File: config.mk
export PLATFORM = sky130hd
export DESIGN_NAME = adcb_top
export DESIGN_NICKNAME = d
export VERILOG_FILES = /design/src/verilog/adcb_pkg.sv /design/src/verilog/adcb_top.sv
export VERILOG_INCLUDE_DIRS = /design/src /design/src/verilog
export SDC_FILE = /design/constraint.sdc
export NUM_CORES = 1
export LEC_CHECK = 0
export ABC_AREA = 1
export BUFFER_PORTS_ARGS = -buffer_cell sky130_fd_sc_hd__buf_2
export CAP_MARGIN = 20
export CORE_MARGIN = 2
export CORE_UTILIZATION = 63
export DETAILED_ROUTE_END_ITERATION = 6
export MAX_ROUTING_LAYER = met4
export PLACE_DENSITY = 0.83
export SYNTH_ARGS = -nofsm -noshare
export SYNTH_HDL_FRONTEND = slang
export SYNTH_SLANG_ARGS = --single-unit
File: constraint.sdc
create_clock -name clk_i -period 16.11 [get_ports clk_i]
set_input_delay 3.222 -clock clk_i [delete_from_list [all_inputs] [get_ports clk_i]]
set_output_delay 3.222 -clock clk_i [all_outputs]
set_load 0.02 [all_outputs]
File: src/verilog/adcb_defs.svh
// Purpose: Named offsets, fields, codes and timing counts of the channel B output block.
// Assumes: Word-wide Wishbone access; register index is byte address divided by four.
// Notes:   Definitions only.
`ifndef ADCB_DEFS_SVH
`define ADCB_DEFS_SVH

// ============================================================
// Register indices
`define ADCB_IDX_CUST_LO      8'h51
`define ADCB_IDX_CUST_HI      8'h52
`define ADCB_IDX_OFS_EN_COM   8'h53
`define ADCB_IDX_PAT_COM      8'h62
`define ADCB_IDX_PED_COM      8'h63
`define ADCB_IDX_OFS_EN_B     8'h66
`define ADCB_IDX_PAT_B        8'h75
`define ADCB_IDX_PED_B        8'h76
`define ADCB_IDX_CTRL         8'h40
`define ADCB_IDX_STAT         8'h41

// ============================================================
// Field positions
`define ADCB_PAT_MSB          2
`define ADCB_PAT_LSB          0
`define ADCB_PED_MSB          5
`define ADCB_PED_LSB          3
`define ADCB_OFS_EN_BIT       6
`define ADCB_CTRL_INDEP_BIT   0
`define ADCB_CTRL_DDR_BIT     1
`define ADCB_CTRL_TWOS_BIT    2

// ============================================================
// Codes and counts
`define ADCB_PAT_NORMAL       3'h0
`define ADCB_PAT_ZEROS        3'h1
`define ADCB_PAT_ONES         3'h2
`define ADCB_PAT_TOGGLE       3'h3
`define ADCB_PAT_RAMP         3'h4
`define ADCB_PAT_CUSTOM       3'h5
`define ADCB_TOGGLE_A         11'h2aa
`define ADCB_TOGGLE_B         11'h555
`define ADCB_MIDCODE          12'sh400
`define ADCB_RAMP_STEP_CYC    3'h7
`define ADCB_LATENCY          22
`define ADCB_DATA_MSB         10
`define ADCB_REG_RESET        8'h00

`endif

File: src/verilog/adcb_pkg.sv
// Purpose: Types shared by the channel B output block.
// Assumes: Constants come from adcb_defs.svh.
// Notes:   Types only.
`default_nettype none
package adcb_pkg;

    // ============================================================
    // Test pattern selection
    typedef enum logic [2:0] {
        ADCB_PS_NORMAL = 3'b000,
        ADCB_PS_ZEROS  = 3'b001,
        ADCB_PS_ONES   = 3'b010,
        ADCB_PS_TOGGLE = 3'b011,
        ADCB_PS_RAMP   = 3'b100,
        ADCB_PS_CUSTOM = 3'b101,
        ADCB_PS_UNU6   = 3'b110,
        ADCB_PS_UNU7   = 3'b111
    } adcb_pat_t;

    // ============================================================
    // Wishbone request and answer
    typedef struct packed {
        logic        cyc;
        logic        stb;
        logic        we;
        logic [3:0]  sel;
        logic [31:0] adr;
        logic [31:0] dat;
    } adcb_wb_req_t;

    typedef struct packed {
        logic        ack;
        logic [31:0] dat;
    } adcb_wb_rsp_t;

    // ============================================================
    // Output sample carrier
    typedef struct packed {
        logic [11:0] word;
        logic [5:0]  ddr_half;
        logic        clk;
    } adcb_out_t;

endpackage
`default_nettype wire

File: src/verilog/adcb_top.sv
// Purpose: Channel B output side: test patterns, pedestal, offset loop, latency, coding.
// Assumes: clk_i at 250 MHz; sampling clock and converter code arrive asynchronously.
// Notes:   One sample per falling edge of the synchronised sampling clock.
// Notes on behaviour
// - Codes 000/001/010 give normal, zeros, ones.
// - Code 011 alternates 01010101010 and 10101010101.
// - Code 100 ramps up one LSB per eight.
// - Code 101 outputs the custom register word.
// - Double data rate sends twelve bits, dummy first.
// - Normal conversion drives dummy bit as zero.
// - Channel B select only under independent control.
// - Offset loop converges to 1024 plus pedestal.
// - Pedestal is signed three bits at 5:3.
// - Channel B pedestal only under independent control.
// - Sample on each falling sampling clock edge.
// - Output appears 22 sample cycles after capture.
// - Parallel or double rate, offset or two's complement.
// - Eleven bit codes at full sample rate.
// - Enabled loop estimates and corrects every sample.
// - Disabled loop freezes and keeps last estimate.
`include "adcb_defs.svh"
`timescale 1ns/1ps
`default_nettype none
module adcb_top (
    input  wire logic                  clk_i,
    input  wire logic                  rst_i,
    input  wire adcb_pkg::adcb_wb_req_t wb_req_i,
    output adcb_pkg::adcb_wb_rsp_t     wb_rsp_o,
    input  wire logic                  smp_clk_i,
    input  wire logic [10:0]           conv_code_i,
    output adcb_pkg::adcb_out_t        samp_out_o
);
    import adcb_pkg::*;

    // ============================================================
    // Register file
    logic [7:0]  cust_lo_q;
    logic [7:0]  cust_hi_q;
    logic [7:0]  ofs_en_com_q;
    logic [7:0]  pat_com_q;
    logic [7:0]  ped_com_q;
    logic [7:0]  ofs_en_b_q;
    logic [7:0]  pat_b_q;
    logic [7:0]  ped_b_q;
    logic [7:0]  ctrl_q;
    logic        ack_q;
    logic [31:0] rdat_q;
    logic [7:0]  idx;
    logic        wr_en;
    logic [31:0] rd_mux;
    logic [11:0] est_q;

    assign idx   = wb_req_i.adr[9:2];
    // The write lands at the edge where the master sees ack, not at the request edge.
    assign wr_en = wb_req_i.cyc && wb_req_i.stb && wb_req_i.we && ack_q && wb_req_i.sel[0];

    always_ff @(posedge clk_i) begin
        if (rst_i) begin
            cust_lo_q    <= `ADCB_REG_RESET;
            cust_hi_q    <= `ADCB_REG_RESET;
            ofs_en_com_q <= `ADCB_REG_RESET;
            pat_com_q    <= `ADCB_REG_RESET;
            ped_com_q    <= `ADCB_REG_RESET;
            ofs_en_b_q   <= `ADCB_REG_RESET;
            pat_b_q      <= `ADCB_REG_RESET;
            ped_b_q      <= `ADCB_REG_RESET;
            ctrl_q       <= `ADCB_REG_RESET;
        end else if (wr_en) begin
            case (idx)
                `ADCB_IDX_CUST_LO:    cust_lo_q    <= wb_req_i.dat[7:0];
                `ADCB_IDX_CUST_HI:    cust_hi_q    <= wb_req_i.dat[7:0];
                `ADCB_IDX_OFS_EN_COM: ofs_en_com_q <= wb_req_i.dat[7:0];
                `ADCB_IDX_PAT_COM:    pat_com_q    <= wb_req_i.dat[7:0];
                `ADCB_IDX_PED_COM:    ped_com_q    <= wb_req_i.dat[7:0];
                `ADCB_IDX_OFS_EN_B:   ofs_en_b_q   <= wb_req_i.dat[7:0];
                `ADCB_IDX_PAT_B:      pat_b_q      <= wb_req_i.dat[7:0];
                `ADCB_IDX_PED_B:      ped_b_q      <= wb_req_i.dat[7:0];
                `ADCB_IDX_CTRL:       ctrl_q       <= wb_req_i.dat[7:0];
                default: begin
                end
            endcase
        end
    end

    always_comb begin
        rd_mux = 32'h0000_0000;
        case (idx)
            `ADCB_IDX_CUST_LO:    rd_mux[7:0]  = cust_lo_q;
            `ADCB_IDX_CUST_HI:    rd_mux[7:0]  = cust_hi_q;
            `ADCB_IDX_OFS_EN_COM: rd_mux[7:0]  = ofs_en_com_q;
            `ADCB_IDX_PAT_COM:    rd_mux[7:0]  = pat_com_q;
            `ADCB_IDX_PED_COM:    rd_mux[7:0]  = ped_com_q;
            `ADCB_IDX_OFS_EN_B:   rd_mux[7:0]  = ofs_en_b_q;
            `ADCB_IDX_PAT_B:      rd_mux[7:0]  = pat_b_q;
            `ADCB_IDX_PED_B:      rd_mux[7:0]  = ped_b_q;
            `ADCB_IDX_CTRL:       rd_mux[7:0]  = ctrl_q;
            `ADCB_IDX_STAT:       rd_mux[11:0] = est_q;
            default:              rd_mux       = 32'h0000_0000;
        endcase
    end

    // Single wait state; unmapped indices answer with zero and ignore writes.
    always_ff @(posedge clk_i) begin
        if (rst_i) begin
            ack_q  <= 1'b0;
            rdat_q <= 32'h0000_0000;
        end else begin
            ack_q  <= wb_req_i.cyc && wb_req_i.stb && !ack_q;
            rdat_q <= rd_mux;
        end
    end

    assign wb_rsp_o.ack = ack_q;
    assign wb_rsp_o.dat = rdat_q;

    // ============================================================
    // Effective settings
    logic        indep;
    logic        ddr_mode;
    logic        twos_mode;
    adcb_pat_t   pat_sel;
    logic [2:0]  ped_field;
    logic        ofs_en;
    logic [11:0] target;

    assign indep     = ctrl_q[`ADCB_CTRL_INDEP_BIT];
    assign ddr_mode  = ctrl_q[`ADCB_CTRL_DDR_BIT];
    assign twos_mode = ctrl_q[`ADCB_CTRL_TWOS_BIT];
    // Without independent control channel B mirrors the common settings.
    assign pat_sel   = adcb_pat_t'(indep ? pat_b_q[`ADCB_PAT_MSB:`ADCB_PAT_LSB]
                                         : pat_com_q[`ADCB_PAT_MSB:`ADCB_PAT_LSB]);
    assign ped_field = indep ? ped_b_q[`ADCB_PED_MSB:`ADCB_PED_LSB]
                             : ped_com_q[`ADCB_PED_MSB:`ADCB_PED_LSB];
    assign ofs_en    = indep ? ofs_en_b_q[`ADCB_OFS_EN_BIT] : ofs_en_com_q[`ADCB_OFS_EN_BIT];
    // Sign-extend the three-bit pedestal onto mid-code.
    assign target    = `ADCB_MIDCODE + {{9{ped_field[2]}}, ped_field};

    // ============================================================
    // Sampling clock and code synchronisers
    logic        sclk_m_q;
    logic        sclk_s_q;
    logic        sclk_d_q;
    logic [10:0] code_m_q;
    logic [10:0] code_s_q;
    logic        smp_ev;

    always_ff @(posedge clk_i) begin
        if (rst_i) begin
            sclk_m_q <= 1'b0;
            sclk_s_q <= 1'b0;
            sclk_d_q <= 1'b0;
            code_m_q <= 11'h000;
            code_s_q <= 11'h000;
        end else begin
            sclk_m_q <= smp_clk_i;
            sclk_s_q <= sclk_m_q;
            sclk_d_q <= sclk_s_q;
            code_m_q <= conv_code_i;
            code_s_q <= code_m_q;
        end
    end

    // Both channels sample together on the falling edge; only B is kept here.
    assign smp_ev = sclk_d_q && !sclk_s_q;

    // ============================================================
    // Offset correction loop
    logic [11:0] corrected;
    logic [11:0] capt_q;

    // A one-LSB step per sample trades settling time for a tiny gate count.
    assign corrected = {1'b0, code_s_q} - est_q + `ADCB_MIDCODE - `ADCB_MIDCODE;

    always_ff @(posedge clk_i) begin
        if (rst_i) begin
            est_q <= 12'h000;
        end else if (smp_ev && ofs_en) begin
            if ($signed(corrected) > $signed(target)) begin
                est_q <= est_q + 12'h001;
            end else if ($signed(corrected) < $signed(target)) begin
                est_q <= est_q - 12'h001;
            end
        end
        // Disabled: the estimate holds and is still subtracted below.
    end

    always_ff @(posedge clk_i) begin
        if (rst_i) begin
            capt_q <= 12'h000;
        end else if (smp_ev) begin
            capt_q <= corrected;
        end
    end

    // ============================================================
    // Fixed latency pipeline
    logic [10:0] pipe_q [0:`ADCB_LATENCY-1];
    logic [10:0] clipped;

    // Saturate so a large estimate cannot wrap the code.
    always_comb begin
        clipped = capt_q[10:0];
        if (capt_q[11]) begin
            // Twelve bits cannot tell overflow from underflow, so the estimate's sign decides.
            clipped = est_q[11] ? 11'h7ff : 11'h000;
        end
    end

    // The output register adds one sample after the pipe tap, so 21 stages give 22.
    always_ff @(posedge clk_i) begin
        if (rst_i) begin
            for (int i = 0; i < `ADCB_LATENCY; i++) begin
                pipe_q[i] <= 11'h000;
            end
        end else if (smp_ev) begin
            pipe_q[0] <= clipped;
            for (int i = 1; i < `ADCB_LATENCY; i++) begin
                pipe_q[i] <= pipe_q[i-1];
            end
        end
    end

    // ============================================================
    // Test pattern generators
    logic        tog_q;
    logic [2:0]  ramp_div_q;
    logic [10:0] ramp_q;

    always_ff @(posedge clk_i) begin
        if (rst_i) begin
            tog_q <= 1'b0;
        end else if (smp_ev) begin
            tog_q <= !tog_q;
        end
    end

    always_ff @(posedge clk_i) begin
        if (rst_i || pat_sel != ADCB_PS_RAMP) begin
            ramp_div_q <= 3'h0;
            ramp_q     <= 11'h000;
        end else if (smp_ev) begin
            ramp_div_q <= ramp_div_q + 3'h1;
            if (ramp_div_q == `ADCB_RAMP_STEP_CYC) begin
                ramp_q <= ramp_q + 11'h001;
            end
        end
    end

    // ============================================================
    // Output word selection and coding
    logic [11:0] word_d;
    logic [11:0] word_q;
    logic [10:0] normal;

    // Two's complement is offset binary with the sign bit inverted.
    assign normal = twos_mode ? {!pipe_q[`ADCB_LATENCY-2][10], pipe_q[`ADCB_LATENCY-2][9:0]}
                              : pipe_q[`ADCB_LATENCY-2];

    always_comb begin
        word_d = {normal, 1'b0};
        case (pat_sel)
            ADCB_PS_NORMAL: word_d = {normal, 1'b0};
            ADCB_PS_ZEROS:  word_d = 12'h000;
            ADCB_PS_ONES:   word_d = 12'hfff;
            ADCB_PS_TOGGLE: word_d = {tog_q ? `ADCB_TOGGLE_B : `ADCB_TOGGLE_A, 1'b0};
            ADCB_PS_RAMP:   word_d = {ramp_q, 1'b0};
            ADCB_PS_CUSTOM: word_d = {cust_hi_q, cust_lo_q[7:4]};
            default:        word_d = {normal, 1'b0};
        endcase
    end

    always_ff @(posedge clk_i) begin
        if (rst_i) begin
            word_q <= 12'h000;
        end else if (smp_ev) begin
            word_q <= word_d;
        end
    end

    // ============================================================
    // Output stage
    logic       oclk_q;
    logic [5:0] half_q;
    logic [5:0] even_bits;
    logic [5:0] odd_bits;

    assign even_bits = {word_q[10], word_q[8], word_q[6], word_q[4], word_q[2], word_q[0]};
    assign odd_bits  = {word_q[11], word_q[9], word_q[7], word_q[5], word_q[3], word_q[1]};

    // Output clock is the inverted sampling clock; even bits, dummy included, on high.
    always_ff @(posedge clk_i) begin
        if (rst_i) begin
            oclk_q <= 1'b0;
            half_q <= 6'h00;
        end else begin
            oclk_q <= !sclk_s_q;
            if (!ddr_mode) begin
                half_q <= 6'h00;
            end else if (!sclk_s_q) begin
                half_q <= even_bits;
            end else begin
                half_q <= odd_bits;
            end
        end
    end

    // The capture side drops bit zero and keeps the eleven above it.
    assign samp_out_o.word     = word_q;
    assign samp_out_o.ddr_half = half_q;
    assign samp_out_o.clk      = oclk_q;

endmodule
`default_nettype wire

# Word-level counts from Yosys, hierarchy flattened
# Memory sizes are Yosys's and may differ from the RTL's.
# Cells that the tools add are included.
[totals]
reg_bits = 188
latchBits = 0
in_bits = 85
rom_bits = 0
mem_count = 1
ramBits = 242
[classes]
div_mod_pow = 0
bitwise = 24
n_addsub = 8
shift = 0
multipliers = 0
mux = 39
n_eq_ne = 17
n_reduce_logical = 26
order_cmp = 2
[mem_list]
columns = ["name", "words", "width", "rd", "rd_clocked_by_memory_dff", "write_ports", "line", "text"]
rows = [
  ["pipe_q", 22, 11, 21, 0, 22, "adcb_top.sv:197", "logic [10:0] pipe_q [0:`ADCB_LATENCY-1];"],
]
[ops]
columns = ["operator", "n"]
rows = [
  ["11-bit two-way mux", 26],
  ["8-bit by 7-bit equality test with 1-bit output (second input constant)", 10],
  ["8-bit case mux with 10 select lines", 1],
  ["12-bit case mux with 5 select lines", 1],
  ["12-bit two-way mux", 2],
  ["1-bit bitwise OR", 22],
  ["2-bit AND reduction", 11],
  ["11-bit by 12-bit adder with 12-bit output (first input constant)", 1],
  ["12-bit by 1-bit adder with 12-bit output (second input constant)", 1],
  ["12-bit by 11-bit adder with 12-bit output (second input constant)", 1],
  ["12-bit greater-than comparator", 1],
  ["12-bit < comparator", 1],
  ["11-bit by 12-bit subtractor with 12-bit output", 1],
  ["12-bit by 1-bit subtractor with 12-bit output (second input constant)", 1],
  ["12-bit by 11-bit subtractor with 12-bit output (second input constant)", 1],
  ["11-bit by 1-bit adder with 11-bit output (second input constant)", 1],
  ["3-bit equality test (second input constant)", 3],
  ["1-bit logical AND", 7],
  ["3-bit by 2-bit equality test with 1-bit output (second input constant)", 2],
  ["1-bit two-way mux", 6],
  ["3-bit two-way mux", 2],
  ["6-bit two-way mux", 1],
  ["1-bit logical NOT", 4],
  ["2-bit OR reduction", 2],
  ["other kinds (6)", 7],
]

# Depth between registers and ports, before layout
# Gate-level depths: netlist of the first run.
[logic_depth]
word_depth = 6
mapped_depth = 31

# Worst setup path after synthesis of the first run
# Ideal clock, no wire load.
[synth_timing]
path_kind = "input -> register"
start = "input rst_i"
end = "memory pipe_q[0][0] (enable)"
setup_slack_ps = 7531
required_time_ps = 15525
arrival_time_ps = 7994
stages = 3
n_path_buf = 1
setup_time_ps = 585
cell_sequence = "buf_2 > nor2_1 > inv_1"
[synth_lines]
columns = ["item", "line", "text"]
rows = [
  ["from (decl)", "adcb_top.sv:26", "input wire logic rst_i,"],
  ["to (decl)", "adcb_top.sv:197", ""],
]

==> out/metrics.yaml, run 1 <==
outcome: "completed"
mostFrequentLayoutCells: "380 x inv_1, 303 x nor2_1, 231 x edfxtp_1"
ir_drop_uv: 119.3
gp_congestion: 0.8930
cts.sinks: 399
first_global_vias: 10670
max_stage_delay_ps: 940
synth_area_mm2: 0.01673
antenna_cells: 0
syn_to_final_growth_pct: 10.53
cts_tree: "built"
row_count: 59
rsz0062_at_grt: "no"
critical_path.cell_chain: "buf_2 -> buf_4 -> nor2_1 -> buf_4 -> inv_8 -> buf_4"
ys_ff_latch: 399
synthCells: 1763
period_minus_slack_ps: 6166
postSynthAreaPerCell_um2: 9.488
start_util_pct: 64.19
drc: 0
crit_arrival_ps: 6310
skew_ps: 17.63
die_area_mm2: 0.02787
holdCritPathClass: "reg -> reg"
ys_seq_area_share_pct: 61.58
fp.dieW_um: 166.9
final_common_cell: "inv_1"
grt_max_degree: 148
whs_ps: 402.6
die_h_um: 166.9
numCtsBuffers: 40
crit_fanout: 147
cts_hold_buf: 0
crit_top_cell: "buf_4"
dpl.hpwl_mm: 19.87
powerDensity_mw_per_mm2: 115.4
design_area_mm2: 0.01849
crit_required_ps: 16260
viasPerCell: 5.247
seqCellArea_mm2: 0.01030
post_drt_wl_per_cell_um: 14.40
dpl_cell_area_mm2: 0.01716
ys.flop_type: "edfxtp_1"
grt_use_total_pct: 23.17
synthArstFlopShare_pct: 0
path_class: "in -> reg"
drv_cap: 0
p_leak_nw: 7.681
fillers: 1888
firstDrtPassIters: 5
relSlewSlack_pct: 28.05
design.core.area_mm2: 0.02606
final_util_pct: 70.95
end_kind: "flop"
cts-root-buf: "clkbuf_16"
nets: 1929
clk_latency_ps: 530
postRouteAntennaNets: 0
cp_slowest_cell: "buf_4"
multi_input_area_mm2: 0.004601
drive_above_1_share_pct: 8.809
worst_slew_pin_slew_ps: 1079
synth.distinct_cells: 49
setup.worst_path.start_class: "input port"
drt_wl_total_mm: 31.32
cts_htree_levels: 2
post_cts_resized: 0
grt-ovfl-total: 0
synth_edf_count: 231
grt_antenna_before_repair: 0
grt_pass1_wl_mm: 51.23
port_buffers: 65
drt_iter0_drc: 1086
fin_setup_tns_ps: 0
finalSetupViolations: 0
postCtsSetupRepairBufs: 0
hold_violations: 0
clockBufferDepth: 3
yosys_warnings: 0
drv_slew: 0
vias: 11410
cp_top_family: "buffers and inverters"
io-pin-count: 137
path_clk_slew_ps: 60
fmax_mhz: 162.2
cp_num_buf_inv: 5
period_share_pct: 38.28
[power breakdown]
group | switching [mW] | internal (mW) | total [mW]
Combinational | 0.0800 | 0.0323 | 0.112
Sequential | 0.00986 | 1.11 | 1.12
Clock | 0.374 | 0.526 | 0.900
[cell usage after synthesis (all sizes together), types with 3 or more instances]
cell / n / area share [%]
clkinv: 3 / 0.075
nand3: 42 / 1.4
o31ai: 9 / 0.40
a221oi: 23 / 1.2
xnor2: 6 / 0.31
a31oi: 3 / 0.11
ha: 35 / 2.6
nand4: 8 / 0.30
edfxtp: 231 / 41
nor2: 305 / 6.9
inv: 386 / 8.7
o22ai: 20 / 0.75
nand2: 159 / 3.7
a21oi: 130 / 4.0
a32o: 5 / 0.30
o21ai: 89 / 2.7
xor2: 16 / 0.84
dfxtp: 168 / 20
nor3: 12 / 0.36
clkbuf: 48 / 1.1
o21bai: 4 / 0.18
buf: 42 / 1.5
[registers in the layout (all words and copies together), names as in the netlist, 11 cells and up]
signal	flops
rdat_q	12
est_q	12
word_q	12
capt_q	12
ramp_q	11
code_s_q	11
pipe_q	231
code_m_q	11
[logic make-up (layout without fill, tap and decap cells)]
kind of cell | after synthesis | in the layout | synth area share (%)
AO/OA/AOI/OAI | 298 | 298 | 10.32
XOR/XNOR | 22 | 22 | 1.152
adder cells (fa/ha/maj) | 37 | 37 | 2.857
buffers and inverters | 479 | 536 | 11.39
flip-flops | 399 | 399 | 61.58
other | 1 | 20 | 0.02242
AND/OR/NAND/NOR | 527 | 527 | 12.68
[worst min-delay path, delay by kind of cell, from the launching register on]
kind	cells	cell delay (ps)
and+or+nand+nor	1	30
buffers and inverters	1	40
DFF	1	290
[final timing paths]
path | startpoint | to | slack (ps) | depth (start not counted)
setup / recovery | rst_i | pipe_q[1][25] | 9940 | 6
hold / removal | code_m_q[5] | code_s_q[5] | 400 | 2
setup reg to reg | est_q[0] | est_q[10] | 10540 | 26
hold reg to reg | code_m_q[5] | code_s_q[5] | 400 | 2
[cell type report]
cell class,instances,area share [%]
Clock buffer,59,6.402
Clock inverter,15,0.5888
Inverter,389,7.972
Multi-Input combinational cell,904,24.88
Sequential cell,399,55.71
Tap cell,335,2.267
Timing Repair Buffer,73,2.179
[per-stage QoR]
stage,worst slack [ps],cells,power [mW]
detailed placement,9136,2098,1.253
CTS,9690,2172,2.148
global route,9673,2174,2.210
floorplan,7531,1782,1.233
global placement,9243,2098,1.247
finish,9944,2174,2.133
[layer usage]
metal | vias to the layer above | part of all wire (%) | GRT usage, % | routed length [um]
li1 | 5702 | - | - | -
met1 | 5332 | 43 | 30.29 | 13580
met2 | 320 | 49 | 37.82 | 15240
met3 | 53 | 6.0 | 3.683 | 1880
met4 | 0 | 2.0 | 6.672 | 611
met5 | - | 0 | - | 0
No activity file was read; power rests on OpenSTA's default activity.
==> run 2: changes to the inputs <==
- CORE_UTILIZATION: 63 -> 60
- PLACE_DENSITY: 0.83 -> 0.8
- clock period: 16.11 -> 5.7 ns (I/O delays scaled with it)
==> run 2 against run 1 <==
Critical path depth increased by 25. Via count decreased by 0.29%. Die area increased by 4.9%. Global-route usage decreased by 0.60 points. Critical endpoint is now est_q[9]. Cell area up 0.64%. First-iteration DRC count down 10%. Core utilization fell by 3.6 points. Largest cell class unchanged. Total power grew to 2.8 times the previous value. Non-clock buffer count rose by 7.
==> out/metrics.yaml, run 2 (synthesis results as in run 1) <==
relSlewSlack_pct: 37.32
path_clk_slew_ps: 60
mostFrequentLayoutCells: "380 x inv_1, 303 x nor2_1, 231 x edfxtp_1"
crit_required_ps: 6160
cp_top_family: "compound AO/OA/AOI/OAI gates"
port_buffers: 65
rsz0062_at_grt: "no"
finalNonFillerCells: 2223
drc: 0
period_share_pct: 90.51
setup.worst_path.start_class: "flop"
nets: 1936
first_global_vias: 10660
start_util_pct: 60.54
finalSetupViolations: 0
holdCritPathClass: "reg -> reg"
firstDrtPassIters: 5
crit_arrival_ps: 5620
design.core.area_mm2: 0.02763
gp_congestion: 0.9086
max_stage_delay_ps: 380
post_drt_wl_per_cell_um: 14.32
clk_latency_ps: 540
fp.dieW_um: 171.0
cts_htree_levels: 2
grt_max_degree: 63
drv_cap: 0
cts_tree: "built"
dpl.hpwl_mm: 20.55
vias: 11370
end_kind: "flop"
grt_pass1_wl_mm: 51.23
outcome: "completed"
row_count: 61
drv_slew: 0
hold_violations: 0
p_leak_nw: 7.706
dp_cells: 2149
grt-ovfl-total: 0
cp_slowest_cell: "dfxtp_1"
postRouteAntennaNets: 0
worst_slew_pin_slew_ps: 938.3
clockBufferDepth: 3
grt_antenna_before_repair: 1
dpl_cell_area_mm2: 0.01731
cp_num_buf_inv: 4
cts.sinks: 399
drt_iter0_drc: 973
die_area_mm2: 0.02923
top_register: "pipe_q"
ir_drop_uv: 234.3
crit_fanout: 12
die_h_um: 171.0
power.total_mw: 6.036
final_common_cell: "inv_1"
fmax_mhz: 193.8
cts-root-buf: "clkbuf_16"
powerDensity_mw_per_mm2: 324.4
skew_ps: 20.67
drive_above_1_share_pct: 8.894
fin_setup_tns_ps: 0
drt_wl_total_mm: 31.84
syn_to_final_growth_pct: 11.24
path_class: "reg -> reg"
design_area_mm2: 0.01861
grt_use_total_pct: 22.57
period_minus_slack_ps: 5159
crit_top_cell: "nand2_1"
largest_register_ffs: 231
numCtsBuffers: 40
viasPerCell: 5.117
io-pin-count: 137
## run 2: cell types whose count changed in the layout (fill, tap and decap cells not counted), moves of 2 or more
cell / previous run / this run
buf_4: 6 / 11
clkbuf_1: 9 / 14
clkinv_2: 7 / 3
buf_12: 0 / 3
clkbuf_4: 0 / 3
clkbuf_8: 9 / 6
inv_6: 2 / 0
## run 2: routing by layer
layer,global-route usage [%],part of all wire [%],wire [um]
met1,29.42,45,14280
met2,36.76,48,15150
met3,3.215,4.8,1520
met4,7.296,2.8,893
met5,-,0,0
## run 2: area by class of cell
type | instances | area [um2]
Clock buffer | 64 | 1201
Antenna cell | 1 | 2.502
Inverter | 389 | 1470
Fill cell | 2138 | 9021
Timing Repair Buffer | 80 | 475.5
Multi-Input combinational cell | 904 | 4606
Clock inverter | 8 | 80.08
Sequential cell | 399 | 10300
Tap cell | 378 | 473.0
## run 2: timing repair
| action | CTS | global route |
|---|---|---|
| setup endpoints to repair | 0 | 4 |
| hold buffers | 0 | 0 |
| setup buffers | 0 | 0 |
| gates resized for setup | 0 | 1 |
| endpoints found under the hold margin | 0 | 0 |
## run 2: stage by stage
| stage | setup WS, ps | hold WS (ps) | utilization (%) |
|---|---|---|---|
| 3_5_place_dp | 579.1 | 395.7 | 62.66 |
| 3_3_place_gp | 711.1 | 391.7 | 62.66 |
| 5_1_grt | 30.72 | 416.1 | 67.35 |
| 6_report | 541.2 | 402.5 | 67.35 |
| 4_1_cts | 475.2 | 404.0 | 67.29 |
| 2_1_floorplan | 144.5 | 388.3 | - |
## run 2: path summary, 6_finish.rpt
| check | startpoint | endpoint | depth (start not counted) | slack, ps |
|---|---|---|---|---|
| worst max-delay path | est_q[2] | est_q[9] | 31 | 540 |
| worst min-delay path | code_m_q[6] | code_s_q[6] | 2 | 400 |
| worst max register to register | est_q[2] | est_q[9] | 31 | 540 |
| worst min register to register | code_m_q[6] | code_s_q[6] | 2 | 400 |
## run 2: worst reg2reg max path, delay by kind of cell (launching register included)
kind	cells	cell delay, ps
adders and majority gates	3	1030
and+or+nand+nor	11	860
AOI/OAI and AO/OA	11	2040
DFF	1	380
buffers and inverters	4	450
xor gates and xnor gates	2	320
## run 2: power breakdown
| group | internal [mW] | switching, mW | total [mW] |
|---|---|---|---|
| Combinational | 0.0979 | 0.227 | 0.325 |
| Sequential | 3.14 | 0.0272 | 3.16 |
| Clock | 1.49 | 1.05 | 2.55 |
